## config.mk

```make
export PLATFORM = sky130hd
export DESIGN_NAME = rsp_ctl_top
export DESIGN_NICKNAME = d
export VERILOG_FILES = /design/src/hw/rsp_pkg.sv /design/src/hw/rsp_carrier_gen.sv /design/src/hw/rsp_path_select.sv /design/src/hw/rsp_ctl_top.sv
export SDC_FILE = /design/constraint.sdc
export NUM_CORES = 1
export LEC_CHECK = 0
export ABC_CLOCK_PERIOD_IN_PS = 26000
export BUFFER_PORTS_ARGS = -buffer_cell sky130_fd_sc_hd__buf_4
export CORE_ASPECT_RATIO = 1.4
export CORE_MARGIN = 3
export CORE_UTILIZATION = 57
export CTS_BUF_LIST = sky130_fd_sc_hd__clkbuf_8
export CTS_CLUSTER_SIZE = 40
export DETAILED_ROUTE_END_ITERATION = 7
export HOLD_SLACK_MARGIN = 0.05
export PLACE_DENSITY = 0.84
export SYNTH_ARGS = -nofsm -noshare
export SYNTH_HDL_FRONTEND = slang
export SYNTH_SLANG_ARGS = --single-unit
```

## constraint.sdc

```tcl
create_clock -name aclk -period 26 [get_ports aclk]
set_input_delay 0 -clock aclk [delete_from_list [all_inputs] [get_ports aclk]]
set_output_delay 0 -clock aclk [all_outputs]
set_load 0.005 [all_outputs]
```

## src/hw/rsp_pkg.sv

```systemverilog
package rsp_pkg;

  // Register word indices; the byte address is four times the index.
  localparam logic [7:0] RSP_IDX_CTL = 8'h03;
  localparam logic [7:0] RSP_IDX_STAT = 8'h04;
  localparam int RSP_ADDR_W = 8;
  localparam logic [RSP_ADDR_W-1:0] RSP_ADDR_CTL = RSP_ADDR_W'(RSP_IDX_CTL * 4);
  localparam logic [RSP_ADDR_W-1:0] RSP_ADDR_STAT = RSP_ADDR_W'(RSP_IDX_STAT * 4);

  // Control register layout.
  localparam int RSP_CTL_W = 24;
  localparam logic [RSP_CTL_W-1:0] RSP_CTL_RESET = 24'h000000;
  localparam logic [RSP_CTL_W-1:0] RSP_CTL_WMASK = 24'h01FFFF;
  localparam int RSP_B_EN = 0;
  localparam int RSP_B_FREQ = 1;
  localparam int RSP_B_AMP = 3;
  localparam int RSP_B_LEAD = 5;
  localparam int RSP_B_EXTSEL = 7;
  localparam int RSP_B_GAIN = 8;
  localparam int RSP_B_CAP = 12;
  localparam int RSP_B_OUT = 13;
  localparam int RSP_B_BYPASS = 14;
  localparam int RSP_B_SYNC = 15;
  localparam int RSP_B_PERIODIC = 16;

  // Lead codes.
  localparam logic [1:0] RSP_LEAD_EXT = 2'h3;

  // Gain saturation point: code 1001 gives x10.
  localparam logic [3:0] RSP_GAIN_MAX_CODE = 4'h9;

  // Carrier timing.
  localparam int RSP_CLK_HZ = 100_000_000;
  localparam int RSP_HALF_W = 12;
  localparam int RSP_SKIP_N = 16;
  localparam int RSP_DAC_W = 8;
  localparam logic [RSP_DAC_W-1:0] RSP_DAC_MID = 8'h80;
  localparam logic [RSP_DAC_W-1:0] RSP_DAC_SPAN = 8'h7F;

  // AXI response codes.
  localparam logic [1:0] RSP_RESP_OKAY = 2'h0;
  localparam logic [1:0] RSP_RESP_SLVERR = 2'h2;

  // Carrier frequencies in Hz, per frequency code, for each mode.
  function automatic int rsp_freq_hz(input logic periodic, input logic [1:0] code);
    int tab_gap [4];
    int tab_per [4];
    tab_gap = '{56000, 54000, 52000, 50000};
    tab_per = '{64000, 56900, 51200, 46500};
    return periodic ? tab_per[code] : tab_gap[code];
  endfunction

  // Clock cycles in half a carrier period.
  function automatic logic [RSP_HALF_W-1:0] rsp_half_count(input logic periodic,
                                                           input logic [1:0] code);
    return RSP_HALF_W'(RSP_CLK_HZ / (2 * rsp_freq_hz(periodic, code)));
  endfunction

  // Amplifier gain: code plus one, saturating at ten.
  function automatic logic [3:0] rsp_gain(input logic [3:0] code);
    return (code > RSP_GAIN_MAX_CODE) ? 4'hA : 4'(code + 4'h1);
  endfunction

endpackage

```

## src/hw/rsp_carrier_gen.sv

```systemverilog
`timescale 1ns/1ps
module rsp_carrier_gen
  import rsp_pkg::*;
#(
  parameter int SKIP_N = RSP_SKIP_N
)(
  input wire logic aclk, // System clock.
  input wire logic aresetn, // Synchronous reset, active low.
  input wire logic enable, // Measurement enable.
  input wire logic periodic, // Constant-period mode.
  input wire logic [1:0] freq_code, // Frequency code.
  input wire logic [1:0] amp_code, // Tone amplitude code.
  output logic [RSP_DAC_W-1:0] dac_code, // Carrier DAC code.
  output logic dac_msb, // Carrier DAC most significant bit.
  output logic [7:0] cycle_count // Completed carrier cycles.
);

  logic [RSP_HALF_W-1:0] cnt;
  logic [RSP_HALF_W-1:0] next_cnt;
  logic phase;
  logic next_phase;
  logic [7:0] next_cycle_count;
  logic [$clog2(SKIP_N+1)-1:0] gap;
  logic [$clog2(SKIP_N+1)-1:0] next_gap;
  logic [RSP_DAC_W-1:0] next_dac_code;
  logic [RSP_HALF_W-1:0] limit;
  logic [RSP_DAC_W-1:0] swing;

  // In gap mode every SKIP_N-th cycle is stretched by one clock, so the period is not constant.
  always_comb
  begin
    limit = rsp_half_count(periodic, freq_code);
    if (!periodic && gap == ($bits(gap))'(SKIP_N - 1) && phase)
    begin
      limit = RSP_HALF_W'(limit + 1'b1);
    end
    swing = RSP_DAC_SPAN >> (2'h3 - amp_code);
    next_cnt = cnt;
    next_phase = phase;
    next_gap = gap;
    next_cycle_count = cycle_count;
    if (!enable)
    begin
      next_cnt = '0;
      next_phase = 1'b0;
      next_gap = '0;
    end
    else if (cnt + 1'b1 >= limit)
    begin
      next_cnt = '0;
      next_phase = !phase;
      if (phase)
      begin
        next_cycle_count = 8'(cycle_count + 8'h01);
        next_gap = (gap == ($bits(gap))'(SKIP_N - 1)) ? '0 : ($bits(gap))'(gap + 1'b1);
      end
    end
    else
    begin
      next_cnt = RSP_HALF_W'(cnt + 1'b1);
    end
    if (!enable)
    begin
      next_dac_code = RSP_DAC_MID;
    end
    else
    begin
      next_dac_code = next_phase ? RSP_DAC_W'(RSP_DAC_MID + swing) : RSP_DAC_W'(RSP_DAC_MID - swing);
    end
  end

  // Registers only.
  always_ff @(posedge aclk)
  begin
    if (!aresetn)
    begin
      cnt <= '0;
      phase <= 1'b0;
      gap <= '0;
      cycle_count <= 8'h00;
      dac_code <= RSP_DAC_MID;
    end
    else
    begin
      cnt <= next_cnt;
      phase <= next_phase;
      gap <= next_gap;
      cycle_count <= next_cycle_count;
      dac_code <= next_dac_code;
    end
  end

  // The MSB of the DAC code is high on the upper half-cycle.
  assign dac_msb = dac_code[RSP_DAC_W-1];

endmodule

```

## src/hw/rsp_path_select.sv

```systemverilog
`timescale 1ns/1ps
module rsp_path_select
  import rsp_pkg::*;
(
  input wire logic aclk, // System clock.
  input wire logic aresetn, // Synchronous reset, active low.
  input wire logic [RSP_CTL_W-1:0] ctl, // Control register value.
  output logic [3:0] amp_gain, // Amplifier gain, 1 to 10.
  output logic amp_bypass, // On-chip amplifier bypassed to ADC.
  output logic cap_external, // External capacitors selected.
  output logic drive_right_arm, // Drive on right-arm DAC, else left leg.
  output logic [1:0] lead_select, // Lead: I, II, III or external.
  output logic ext_path_active, // External respiration path in use.
  output logic ext_path_right_arm // External input path choice.
);

  logic [9:0] next_sel;

  // Decode the analog switch settings from the register fields.
  always_comb
  begin
    next_sel[3:0] = rsp_gain(ctl[RSP_B_GAIN +: 4]);
    next_sel[4] = ctl[RSP_B_BYPASS];
    next_sel[5] = ctl[RSP_B_CAP];
    next_sel[6] = ctl[RSP_B_OUT] | ctl[RSP_B_CAP];
    next_sel[8:7] = ctl[RSP_B_LEAD +: 2];
    next_sel[9] = 1'b0;
    if (ctl[RSP_B_LEAD +: 2] == RSP_LEAD_EXT)
    begin
      next_sel[9] = ctl[RSP_B_EXTSEL];
    end
  end

  // Switch controls except ext_path_active come from flip-flops so they never glitch.
  always_ff @(posedge aclk)
  begin
    if (!aresetn)
    begin
      amp_gain <= 4'h1;
      amp_bypass <= 1'b0;
      cap_external <= 1'b0;
      drive_right_arm <= 1'b0;
      lead_select <= 2'h0;
      ext_path_right_arm <= 1'b0;
    end
    else
    begin
      amp_gain <= next_sel[3:0];
      amp_bypass <= next_sel[4];
      cap_external <= next_sel[5];
      drive_right_arm <= next_sel[6];
      lead_select <= next_sel[8:7];
      ext_path_right_arm <= next_sel[9];
    end
  end

  assign ext_path_active = (lead_select == RSP_LEAD_EXT);

endmodule

```

## src/hw/rsp_ctl_top.sv

```systemverilog
// Added by the designer: the register addresses and the AXI4-Lite register port.
`timescale 1ns/1ps
//
// Contract
// Gap mode stretches carrier; periodic mode steady.
// Sync bit drives DAC MSB onto pin three.
// Sync period constant only in periodic mode.
// Bypass bit routes input straight to ADC.
// Drive select; capacitor bit forces right arm.
// Capacitor bit chooses internal or external.
// Gain is code plus one, saturating ten.
// External path select only for external lead.
// Lead field picks I, II, III, external.
// Amplitude field scales tone eighth to full.
// Frequency field and mode set carrier rate.
// Enable bit starts measurement, off at reset.
// Software writes zero to reserved top bits.
module rsp_ctl_top
  import rsp_pkg::*;
#(
  parameter int SKIP_N = RSP_SKIP_N
)(
  input wire logic aclk, // System clock, 100 MHz.
  input wire logic aresetn, // Synchronous reset, active low.
  input wire logic [RSP_ADDR_W-1:0] s_axi_awaddr, // Write address.
  input wire logic s_axi_awvalid, // Write address valid.
  output logic s_axi_awready, // Write address ready.
  input wire logic [31:0] s_axi_wdata, // Write data.
  input wire logic [3:0] s_axi_wstrb, // Write byte strobes.
  input wire logic s_axi_wvalid, // Write data valid.
  output logic s_axi_wready, // Write data ready.
  output logic [1:0] s_axi_bresp, // Write response.
  output logic s_axi_bvalid, // Write response valid.
  input wire logic s_axi_bready, // Write response ready.
  input wire logic [RSP_ADDR_W-1:0] s_axi_araddr, // Read address.
  input wire logic s_axi_arvalid, // Read address valid.
  output logic s_axi_arready, // Read address ready.
  output logic [31:0] s_axi_rdata, // Read data.
  output logic [1:0] s_axi_rresp, // Read response.
  output logic s_axi_rvalid, // Read data valid.
  input wire logic s_axi_rready, // Read data ready.
  input wire logic gpio_three_out, // Normal pin-three output level.
  input wire logic gpio_three_oe, // Normal pin-three output enable.
  output logic general_pin_three_o, // Pin-three output level.
  output logic general_pin_three_oe, // Pin-three output enable.
  output logic [RSP_DAC_W-1:0] carrier_dac_left_leg, // Left-leg carrier DAC code.
  output logic [RSP_DAC_W-1:0] carrier_dac_right_arm, // Right-arm carrier DAC code.
  output logic measurement_active, // Respiration measurement running.
  output logic [3:0] amp_gain, // Amplifier gain, 1 to 10.
  output logic external_amp_bypass, // On-chip amplifier bypassed.
  output logic capacitor_external, // External capacitors in use.
  output logic [1:0] lead_select, // Selected respiration lead.
  output logic external_path_active, // External path in use.
  output logic external_input_right_arm // External input path choice.
);

  typedef enum logic [1:0] {
    RSP_W_IDLE = 2'b00,
    RSP_W_ADDR = 2'b01,
    RSP_W_RESP = 2'b11,
    RSP_W_DATA = 2'b10
  } rsp_wstate_t;

  typedef enum logic {
    RSP_R_IDLE = 1'b0,
    RSP_R_DATA = 1'b1
  } rsp_rstate_t;

  rsp_wstate_t wstate;
  rsp_wstate_t next_wstate;
  rsp_rstate_t rstate;
  rsp_rstate_t next_rstate;
  logic [RSP_ADDR_W-1:0] waddr;
  logic [RSP_ADDR_W-1:0] next_waddr;
  logic [31:0] wdata;
  logic [31:0] next_wdata;
  logic [3:0] wstrb;
  logic [3:0] next_wstrb;
  logic [1:0] next_bresp;
  logic [31:0] next_rdata;
  logic [1:0] next_rresp;
  logic [RSP_CTL_W-1:0] respiration_control;
  logic [RSP_CTL_W-1:0] next_respiration_control;
  logic aw_take;
  logic w_take;
  logic do_write;
  logic [RSP_ADDR_W-1:0] cur_waddr;
  logic [31:0] cur_wdata;
  logic [3:0] cur_wstrb;
  logic [RSP_DAC_W-1:0] dac_code;
  logic dac_msb;
  logic [7:0] cycle_count;
  logic drive_right_arm;
  logic [RSP_DAC_W-1:0] next_dac_ll;
  logic [RSP_DAC_W-1:0] next_dac_ra;
  logic next_pin_o;
  logic next_pin_oe;

  // Merge the write strobes into a byte mask over the implemented width.
  function automatic logic [RSP_CTL_W-1:0] strb_mask(input logic [3:0] strb);
    return {{8{strb[2]}}, {8{strb[1]}}, {8{strb[0]}}};
  endfunction

  // Address and data may arrive in either order; each is held until the other shows.
  assign s_axi_awready = (wstate == RSP_W_IDLE) || (wstate == RSP_W_DATA);
  assign s_axi_wready = (wstate == RSP_W_IDLE) || (wstate == RSP_W_ADDR);
  assign s_axi_bvalid = (wstate == RSP_W_RESP);
  assign s_axi_arready = (rstate == RSP_R_IDLE);
  assign s_axi_rvalid = (rstate == RSP_R_DATA);
  assign aw_take = s_axi_awvalid && s_axi_awready;
  assign w_take = s_axi_wvalid && s_axi_wready;

  // Write channel sequencing and register update.
  always_comb
  begin
    next_wstate = wstate;
    next_waddr = waddr;
    next_wdata = wdata;
    next_wstrb = wstrb;
    next_bresp = s_axi_bresp;
    cur_waddr = aw_take ? s_axi_awaddr : waddr;
    cur_wdata = w_take ? s_axi_wdata : wdata;
    cur_wstrb = w_take ? s_axi_wstrb : wstrb;
    do_write = 1'b0;
    if (aw_take)
    begin
      next_waddr = s_axi_awaddr;
    end
    if (w_take)
    begin
      next_wdata = s_axi_wdata;
      next_wstrb = s_axi_wstrb;
    end
    case (wstate)
      RSP_W_IDLE:
      begin
        if (aw_take && w_take)
        begin
          do_write = 1'b1;
        end
        else if (aw_take)
        begin
          next_wstate = RSP_W_ADDR;
        end
        else if (w_take)
        begin
          next_wstate = RSP_W_DATA;
        end
      end
      RSP_W_ADDR:
      begin
        do_write = w_take;
      end
      RSP_W_DATA:
      begin
        do_write = aw_take;
      end
      default:
      begin
        if (s_axi_bready)
        begin
          next_wstate = RSP_W_IDLE;
        end
      end
    endcase
    next_respiration_control = respiration_control;
    if (do_write)
    begin
      next_wstate = RSP_W_RESP;
      next_bresp = RSP_RESP_SLVERR;
      if (cur_waddr == RSP_ADDR_CTL)
      begin
        // Reserved bits 23:17 are not stored; software is expected to write them as zero.
        next_respiration_control = (respiration_control & ~strb_mask(cur_wstrb)) |
          (cur_wdata[RSP_CTL_W-1:0] & strb_mask(cur_wstrb) & RSP_CTL_WMASK);
        next_bresp = RSP_RESP_OKAY;
      end
      else if (cur_waddr == RSP_ADDR_STAT)
      begin
        next_bresp = RSP_RESP_SLVERR;
      end
    end
  end

  // Read channel: one cycle from address to data.
  always_comb
  begin
    next_rstate = rstate;
    next_rdata = s_axi_rdata;
    next_rresp = s_axi_rresp;
    if (rstate == RSP_R_IDLE)
    begin
      if (s_axi_arvalid)
      begin
        next_rstate = RSP_R_DATA;
        next_rdata = 32'h00000000;
        next_rresp = RSP_RESP_OKAY;
        if (s_axi_araddr == RSP_ADDR_CTL)
        begin
          next_rdata = {8'h00, respiration_control};
        end
        else if (s_axi_araddr == RSP_ADDR_STAT)
        begin
          next_rdata = {16'h0000, cycle_count, 5'h00, drive_right_arm, dac_msb,
                        measurement_active};
        end
        else
        begin
          next_rresp = RSP_RESP_SLVERR;
        end
      end
    end
    else if (s_axi_rready)
    begin
      next_rstate = RSP_R_IDLE;
    end
  end

  // Bus state registers.
  always_ff @(posedge aclk)
  begin
    if (!aresetn)
    begin
      wstate <= RSP_W_IDLE;
      rstate <= RSP_R_IDLE;
      waddr <= '0;
      wdata <= 32'h00000000;
      wstrb <= 4'h0;
      s_axi_bresp <= RSP_RESP_OKAY;
      s_axi_rdata <= 32'h00000000;
      s_axi_rresp <= RSP_RESP_OKAY;
      respiration_control <= RSP_CTL_RESET;
    end
    else
    begin
      wstate <= next_wstate;
      rstate <= next_rstate;
      waddr <= next_waddr;
      wdata <= next_wdata;
      wstrb <= next_wstrb;
      s_axi_bresp <= next_bresp;
      s_axi_rdata <= next_rdata;
      s_axi_rresp <= next_rresp;
      respiration_control <= next_respiration_control;
    end
  end

  assign measurement_active = respiration_control[RSP_B_EN];

  // Carrier generator; its period is steady only in periodic mode.
  rsp_carrier_gen #(
    .SKIP_N(SKIP_N)
  ) u_carrier (
    .aclk(aclk),
    .aresetn(aresetn),
    .enable(respiration_control[RSP_B_EN]),
    .periodic(respiration_control[RSP_B_PERIODIC]),
    .freq_code(respiration_control[RSP_B_FREQ +: 2]),
    .amp_code(respiration_control[RSP_B_AMP +: 2]),
    .dac_code(dac_code),
    .dac_msb(dac_msb),
    .cycle_count(cycle_count)
  );

  // Analog path switch decode.
  rsp_path_select u_path (
    .aclk(aclk),
    .aresetn(aresetn),
    .ctl(respiration_control),
    .amp_gain(amp_gain),
    .amp_bypass(external_amp_bypass),
    .cap_external(capacitor_external),
    .drive_right_arm(drive_right_arm),
    .lead_select(lead_select),
    .ext_path_active(external_path_active),
    .ext_path_right_arm(external_input_right_arm)
  );

  // Route the carrier to one drive DAC and the MSB to pin three when asked.
  always_comb
  begin
    next_dac_ll = drive_right_arm ? RSP_DAC_MID : dac_code;
    next_dac_ra = drive_right_arm ? dac_code : RSP_DAC_MID;
    next_pin_o = gpio_three_out;
    next_pin_oe = gpio_three_oe;
    if (respiration_control[RSP_B_SYNC])
    begin
      // Steady sync needs periodic mode; gap mode still passes the MSB as it is.
      next_pin_o = dac_msb;
      next_pin_oe = 1'b1;
    end
  end

  // The unused DAC rests at mid-scale so it injects no carrier.
  always_ff @(posedge aclk)
  begin
    if (!aresetn)
    begin
      carrier_dac_left_leg <= RSP_DAC_MID;
      carrier_dac_right_arm <= RSP_DAC_MID;
      general_pin_three_o <= 1'b0;
      general_pin_three_oe <= 1'b0;
    end
    else
    begin
      carrier_dac_left_leg <= next_dac_ll;
      carrier_dac_right_arm <= next_dac_ra;
      general_pin_three_o <= next_pin_o;
      general_pin_three_oe <= next_pin_oe;
    end
  end

endmodule

```

-- After elaboration in Yosys (flattened, before gate mapping)
Cells that the tools add are included.
- flip-flop bits (word level): 160
- add/sub/neg operators: 8
- divide/modulo/power cells: 1
- order comparisons: 3
- equal/unequal tests: 12
- shift-type cells: 1
- mux-type cells: 34
- bitwise operators: 9
- reduce and logical (&&, ||, !) cells: 23
- operators with widths (cell ; count):
    $mux 31 ; 5
    $bmux 32 s2 ; 2
    $mux 24 ; 2
    $div 28x32->32 const A ; 1
    $add 12x1->12 const B ; 2
    $and 24x24->24 ; 1
    $not 24->24 ; 1
    $or 24x17->24 ; 1
    $and 17x17->17 ; 1
    $eq 8x4->1 const B ; 2
    $mux 16 ; 1
    $mux 2 ; 8
    $mux 8 ; 2
    $ge 12x12->1 ; 1
    $mux 12 ; 1
    $reduce_and 2->1 ; 6
    $add 8x1->8 const B ; 1
    $add 8x8->8 const A ; 1
    $eq 2x2->1 const B ; 4
    $eq 8x5->1 const B ; 1
    $mux 1 ; 8
    $shr 7x2->8 const A ; 1
    $sub 8x8->8 const A ; 1
    $reduce_or 2->1 ; 3
    26 further kinds ; 34

-- Longest topological paths before layout
Gate-level depths: netlist (run 1).
- depth after elaboration: 12
- gate-level depth with buffers: 147
- mapped depth without buffers: 129

-- Cells and area by module
From an unflattened synthesis (run 1), not the netlist that was laid out.
- cell total of the unflattened synthesis: 2030
- area total of the unflattened synthesis: 15541.2 sq um
- by module, submodules not included (module ; times used ; cells an instance ; area each (sq um) ; sequential area each (sq um)):
    rsp_carrier_gen ; 1 ; 1639 ; 11197.0 ; 640.6
    rsp_ctl_top ; 1 ; 356 ; 3970.1 ; 1981.9
    rsp_path_select ; 1 ; 35 ; 374.1 ; 200.2

-- Worst setup path before layout (run 1)
OpenSTA, ideal clock, no wires.
- path kind: register -> register
- start: register (tool-made name)
- end: register u_carrier.cycle_count[7]
- data arrival time: 24550 ps
- required time: 25885 ps
- path slack: 1335 ps
- cell stages (with the launch flop): 137
- cell sequence: dfxtp_1 -> buf_2 -> buf_1 -> inv_1 -> ha_1 -> clkbuf_1 -> a21oi_1 -> inv_1 -> ha_1 -> or2_2 -> a21oi_1 -> ha_1 -> a21o_1 -> a221o_1 -> o31a_1 -> a22oi_4 -> nand2_1 -> clkbuf_1 -> [... 101 more ...] -> o21ai_0 -> nand2b_1 -> a21oi_1 -> nor2b_1 -> o21ai_0 -> nand2b_1 -> a21oi_1 -> nor2b_1 -> o21ai_0 -> nand2b_1 -> a21oi_1 -> inv_1 -> and3_1 -> clkbuf_1 -> and4_1 -> nand3_1 -> xnor2_1 -> and2_1
- RTL lines (element ; line ; source):
    end signal, assigned ; rsp_carrier_gen.sv:88 ; cycle_count <= next_cycle_count;
    end, declared ; rsp_carrier_gen.sv:15 ; output logic [7:0] cycle_count

==> run_results.csv, run 1 <==
group,metric,value,unit
synth,synth_flop_cell,"dfxtp_1",
sta,final_max_slew_viol_count,0,
detailed_routing,drt-initial-drc-count,1453,
detailed_routing,drc,0,
grt,antenna_found_initial,1,
sta,hold_slack,0.0977,ns
worst_setup_path,worst_ep_arrival_time,24.75,ns
worst_setup_path,worstSetupEndpointType,"flop",
cts,cts_buffers,25,
grt,grt_max_degree,106,
finish,design_area,17500,um^2
worst_setup_path,crit_slowest_cell,"o31a_1",
synth,avgSynthCellArea,7.46,um^2
synth,synth_area_leaders,"dfxtp_1 (18%), ha_1 (10%), a21oi_1 (5.4%), nand2_1 (4.7%), nor2_1 (4.4%)",
finish,drive_gt1_frac,0.153,
power_and_ir_drop,power,0.000832,W
detailed_routing,drt_pre_antenna_iters,6,
synth,async_flop_share,0,
grt,grt_pass1_wl,89300,um
worst_hold_path,whs_path_depth,5,
cts,root_buffer,"clkbuf_8",
detailed_routing,drt-vias-per-instance,6.75,
sta,worstMarginPinSlew,1.28,ns
synth,synth-xor-area-share,0.0610,
synth,synth.distinct_cells,121,
worst_hold_path,hold_path.class,"input pin to flop",
synth,yosys.area.top_type_share,0.180,
floorplan,die_area,28700,um^2
floorplan,rows,70,
detailed_routing,via_count,17100,
cts,clk_latency,0.49,ns
sta,setup-violations-final,0,
worst_setup_path,cp_max_fo,28,
synth,synth-seq-area-share,0.180,
floorplan,io_pins,131,
synth,syn_area,15200,um^2
finish,num-fill-cells,2185,
cts,cts.htree.levels,4,
floorplan,start_util,0.580,
floorplan,fp.dieH,199,um
power_and_ir_drop,p_leak,7.72,nW
detailed_routing,ant_nets,0,
worst_setup_path,cp_data_required_time,26.37,ns
synth,ys_warn_count,0,
floorplan,fp.dieW,144,um
worst_setup_path,crit_path_frequent_cell,"ha_1",
finish,layout_common_cells,"buf_4 (199), nand2_1 (189), nor2_1 (180)",
finish,stdcell_count,2531,
synth,synth_top_family_by_area,"compound AO/OA/AOI/OAI gates",
power_and_ir_drop,powerDensity,47.5,nW/um^2
synth,synth_cells,2037,
synth,ys_ff_latch,137,
worst_setup_path,path_class,"flop to flop",
cts,clk_pin_slew,0.07,ns
flow_run,drv_cap,0,
finish,syn2layout_area_growth,15.1,%
finish,final_common_cell,"buf_4",
placed_design,portBuffers,104,
cts,cts.sinks,137,
placed_design,dp.cells,2460,
placed_design,gp_congestion,0.998,
grt,grt_use_total,0.391,
sta,fmax,41.0,MHz
cts,cts_buffer_depth,3,
sta,finalCritPeriodShare,0.938,
power_and_ir_drop,ir_drop,0.0735,mV
synth,synth_edf_count,0,
cts,tritoncts,"yes",
floorplan,core_area,26200,um^2
worst_setup_path,cpPeakStageDelay,0.44,ns
synth,yosys.area_share.simple,0.278,
grt,overflow,0,
worst_setup_path,reg2regPathDepth,128,
placed_design,place_area,16600,um^2
synth,yosys.area_share.adder,0.100,
synth,yosys.area.top_type,"dfxtp_1",
finish,layout.nets,2384,
sta,relSlewSlack,0.146,
sta,period_minus_slack,24.38,ns
sta,finalHoldViolations,0,
run_status,status,"completed",
placed_design,hpwl,41100,um
sta,timing.clock.skew,0.0285,ns
detailed_routing,wl_per_cell,22.7,um
grt,grt_pass1_vias,17000,
synth,synth_compound_area_frac,0.290,
detailed_routing,routed_wl,57600,um
synth,synthMuxAreaShare,0.0402,
worst_setup_path,start_kind,"flop",
[critical path: cells and delay by family (launching register included)]
| family | cells | cell delay (ns) |
|---|---|---|
| flops | 1 | 0.42 |
| buf+inv | 16 | 2.80 |
| mux | 2 | 0.52 |
| fa+ha+maj | 13 | 4.01 |
| compound gates | 48 | 9.41 |
| xor+xnor | 4 | 0.53 |
| simple gates | 45 | 6.54 |
[per-layer routing]
layer / vias up / share of wire / global-route usage
met1: 7950 / 0.34 / 0.400
met2: 966 / 0.48 / 0.681
met3: 320 / 0.077 / 0.0713
met5: - / 0 / 0
met4: 0 / 0.096 / 0.328
li1: 7845 / - / -
[cell type report]
cell class / instances / area (um^2) / share of cell area
Timing Repair Buffer: 237 / 1890 / 0.108
Multi-Input combinational cell: 1740 / 11800 / 0.674
Tap cell: 324 / 405 / 0.0232
Antenna cell: 1 / 2.50 / 0.000143
Sequential cell: 137 / 2740 / 0.157
Clock buffer: 28 / 385 / 0.0220
Clock inverter: 4 / 43.8 / 0.00250
Inverter: 60 / 231 / 0.0132
[path summary, 6_finish.rpt]
kind	from	endpoint	slack (ns)
max	flop	u_carrier.cycle_count[7]$_SDFFE_PN0P_	1.62
min	s_axi_araddr[4]	s_axi_rdata[22]$_SDFFE_PN0P_	0.1
max reg2reg	flop	u_carrier.cycle_count[7]$_SDFFE_PN0P_	1.62
min reg2reg	u_carrier.dac_code[3]$_SDFF_PN0_	carrier_dac_left_leg[3]$_SDFF_PP0_	0.42
[timing repair]
action,4_1_cts,5_1_grt
setup endpoints to repair,0,30
setup buffers,0,2
hold endpoints to repair,51,0
resized for setup,0,12
hold buffers,36,0
[Yosys cell counts (36+ instances only)]
master and number:
a21o_1 42, a21oi_1 163, a31oi_1 40, and2_1 43, and3_1 38, clkbuf_1 64
dfxtp_1 137, ha_1 122, inv_1 53, mux2i_1 43, nand2_1 190, nand2b_1 36
nand3_1 66, nor2_1 180, nor2b_1 55, nor3_1 49, o21ai_0 104, xnor2_1 73
[report_power, final]
part | internal [W] | switching (W) | total [W]
clock network | 0.000106 | 0.0000850 | 0.000191
logic | 0.000172 | 0.000241 | 0.000413
registers | 0.000221 | 0.00000711 | 0.000228
total | 0.000498 | 0.000333 | 0.000832
[cells by family after synthesis]
group           count (synthesis)
buf+inv                       170
fa+ha+maj                     122
compound gates                625
xor+xnor                      105
flops                         137
simple gates                  817
other cells                     2
mux                            59
[per-stage QoR]
step                 util  worst slack (ns)  TNS (ns)
floorplan               -              1.34         0
global placement    0.636              1.98         0
detailed placement  0.636              1.59         0
CTS                 0.666              1.49         0
global route        0.668           -0.0208   -0.0412
finish              0.668              1.62         0
Note: power is estimated with default switching activity, not from simulation.
==> run 2: changes to the inputs <==
--- a/config.mk
+++ b/config.mk
@@ -5,6 +5,7 @@
 export SDC_FILE = /design/constraint.sdc
 export NUM_CORES = 1
 export LEC_CHECK = 0
+export ABC_AREA = 1
 export ABC_CLOCK_PERIOD_IN_PS = 26000
 export BUFFER_PORTS_ARGS = -buffer_cell sky130_fd_sc_hd__buf_4
 export CORE_ASPECT_RATIO = 1.4
==> run 2 against run 1 <==
Effect of this change: maximum frequency grew 6.8%; clock power shrank 4%; cell count grew 22%; area after synthesis grew 5.2%; sequential share of layout area shrank 0.11 points; core utilization shrank 2.2 points; via count grew 5.4%; cell area grew 0.66%; global-route usage shrank 4.0 points; count of clock-buffer cells in the layout grew 1; sequential power is essentially flat; power grew 43%.
==> run_results.csv, run 2 <==
group,metric,value,unit
sta,period_minus_slack,22.84,ns
worst_setup_path,crit_slowest_cell,"dfxtp_1",
synth,synthMuxAreaShare,0.0169,
synth,synth_edf_count,0,
cts,clk_latency,0.49,ns
synth,synth_flop_cell,"dfxtp_1",
synth,avgSynthCellArea,6.17,um^2
grt,gr-usage-met1,0.360,
finish,antennaDiodeCount,0,
placed_design,hpwl,40500,um
synth,yosys.area.top_type,"dfxtp_1",
floorplan,fp.dieW,148,um
sta,worstMarginPinSlew,1.07,ns
sta,final_max_slew_viol_count,0,
worst_setup_path,worstSetupEndpointType,"flop",
detailed_routing,wl_per_cell,17.7,um
sta,finalCritPeriodShare,0.878,
flow_run,drv_cap,0,
power_and_ir_drop,powerDensity,67.5,nW/um^2
worst_setup_path,regToRegSetupSlack,3.16,ns
worst_setup_path,cpPeakStageDelay,0.76,ns
synth,synth_cells,2590,
synth,synth-seq-area-share,0.172,
synth,ys_warn_count,0,
detailed_routing,via_count,18000,
sta,finalHoldViolations,0,
synth,async_flop_share,0,
finish,final_common_cell,"nand2_1",
grt,overflow,0,
detailed_routing,drt-initial-drc-count,1260,
worst_setup_path,cp_data_required_time,26.40,ns
grt,grt_pass1_vias,18100,
run_status,status,"completed",
synth,synth_area_leaders,"dfxtp_1 (17%), nand2_1 (15%), ha_1 (9.5%), inv_1 (8.2%), nor2_1 (6.5%)",
power_and_ir_drop,ir_drop,0.0758,mV
worst_setup_path,crit_path_frequent_cell,"nand2_1",
detailed_routing,ant_nets,0,
synth,ys_ff_latch,137,
grt,grt_use_total,0.351,
cts,cts_buffer_depth,3,
cts,cts.sinks,137,
floorplan,rows,71,
worst_setup_path,worst_ep_arrival_time,23.24,ns
synth,synth-xor-area-share,0.0416,
power_and_ir_drop,p_leak,9.34,nW
grt,antenna_found_initial,0,
cts,tritoncts,"yes",
cts,cts_buffers,25,
placed_design,gp_congestion,1.00,
grt,busiest_layer,"met2",
placed_design,dp.cells,3008,
synth,yosys.area.top_type_share,0.172,
finish,seq_area,2740,um^2
synth,yosys.area_share.simple,0.426,
placed_design,portBuffers,104,
synth,yosys.area_share.adder,0.0955,
finish,multi_input_area,11300,um^2
detailed_routing,drc,0,
finish,layout.nets,2889,
sta,finalSetupTns,0,ns
sta,relSlewSlack,0.281,
grt,met3_usage,0.0510,
worst_setup_path,start_kind,"flop",
worst_setup_path,cp_max_fo,33,
worst_setup_path,path_class,"flop to flop",
finish,drive_gt1_frac,0.132,
floorplan,die_area,30100,um^2
sta,setup-violations-final,0,
grt,grt_max_degree,66,
detailed_routing,drt_pre_antenna_iters,6,
synth,synth_top_family_by_area,"simple AND/OR/NAND/NOR gates",
grt,grt_pass1_wl,87200,um
worst_hold_path,hold_path.class,"input pin to flop",
detailed_routing,drt-vias-per-instance,5.85,
floorplan,core_area,27300,um^2
floorplan,fp.dieH,204,um
finish,num-fill-cells,2508,
synth,syn_area,16000,um^2
sta,fmax,43.8,MHz
detailed_routing,routed_wl,54500,um
finish,stdcell_count,3076,
finish,layout_common_cells,"nand2_1 (634), inv_1 (351), nor2_1 (279)",
floorplan,io_pins,131,
finish,syn2layout_area_growth,10.1,%
synth,synth.distinct_cells,71,
synth,synth_most_common_cell,"nand2_1",
sta,timing.clock.skew,0.0248,ns
cts,root_buffer,"clkbuf_8",
sta,rsz0062_at_grt,"no",
synth,synth_commonest_cells,"nand2_1 (634), inv_1 (350), nor2_1 (279)",
cts,clk_pin_slew,0.08,ns
synth,synth_compound_area_frac,0.127,
grt,globalRouteMet2Util,0.637,
sta,hold_slack,0.129,ns
floorplan,start_util,0.586,
cts,cts.htree.levels,4,
[run 2: per-stage QoR]
step	utilization	setup WS (ns)	power [W]	cell area, um^2
final	0.646	3.16	0.00119	17600
after global routing	0.646	1.02	0.00128	17600
after CTS	0.646	3.63	0.00117	17600
after global placement	0.617	4.23	0.000965	16800
after detailed placement	0.617	3.78	0.000979	16800
after floorplan	-	7.81	0.000835	16000
[run 2: layout make-up]
cell class | instances | share of cell area
clock inverters | 3 | 0.000923
clock buffers | 29 | 0.0227
well taps | 365 | 0.0259
flip-flops and latches | 137 | 0.156
multi-input cells | 2010 | 0.644
inverters | 385 | 0.0831
repair buffers | 147 | 0.0678
[run 2: logic make-up after synthesis]
| kind of cell | Yosys count |
|---|---|
| mux | 27 |
| simple gates | 1414 |
| fa+ha+maj | 122 |
| buf+inv | 453 |
| flops | 137 |
| xor+xnor | 76 |
| other cells | 2 |
| compound gates | 359 |
[run 2: final timing paths]
check                                             from                                   end  cells past startpoint
setup / recovery                                  flop      u_carrier.dac_code[5]$_SDFF_PN0_                    130
hold / removal                         s_axi_araddr[3]           s_axi_rdata[2]$_SDFFE_PN0P_                      6
setup reg to reg                                  flop      u_carrier.dac_code[5]$_SDFF_PN0_                    130
hold reg to reg   respiration_control[17]$_SDFFE_PN0P_  respiration_control[17]$_SDFFE_PN0P_                      2
[run 2: layer usage]
layer,wire (um),up-vias,share of wire
met5,0,-,0
met4,4760,0,0.087
met3,3740,291,0.069
met2,26600,850,0.49
met1,19400,8229,0.36
li1,-,8637,-
[run 2: power by group]
part	switching, W	leakage (nW)	internal, W
logic	0.000523	8.01	0.000254
clock network	0.0000836	0.218	0.0000991
registers	0.00000630	1.11	0.000222
total	0.000613	9.34	0.000575
[run 2: critical path: cells and delay by family, from the launching register on]
| family | cells | cell delay (ns) |
|---|---|---|
| and+or+nand+nor | 69 | 9.23 |
| adders and majority gates | 14 | 4.84 |
| AOI/OAI and AO/OA | 24 | 4.41 |
| buffers and inverters | 21 | 3.12 |
| DFF | 1 | 0.76 |
| xor gates and xnor gates | 2 | 0.31 |
[run 2: repair_timing]
action                                  4_1_cts  5_1_grt
setup buffers                                 0        0
hold buffers                                 36        0
resized for setup                             0        0
endpoints found under the hold margin        53        0
endpoints found under the setup margin        0        0
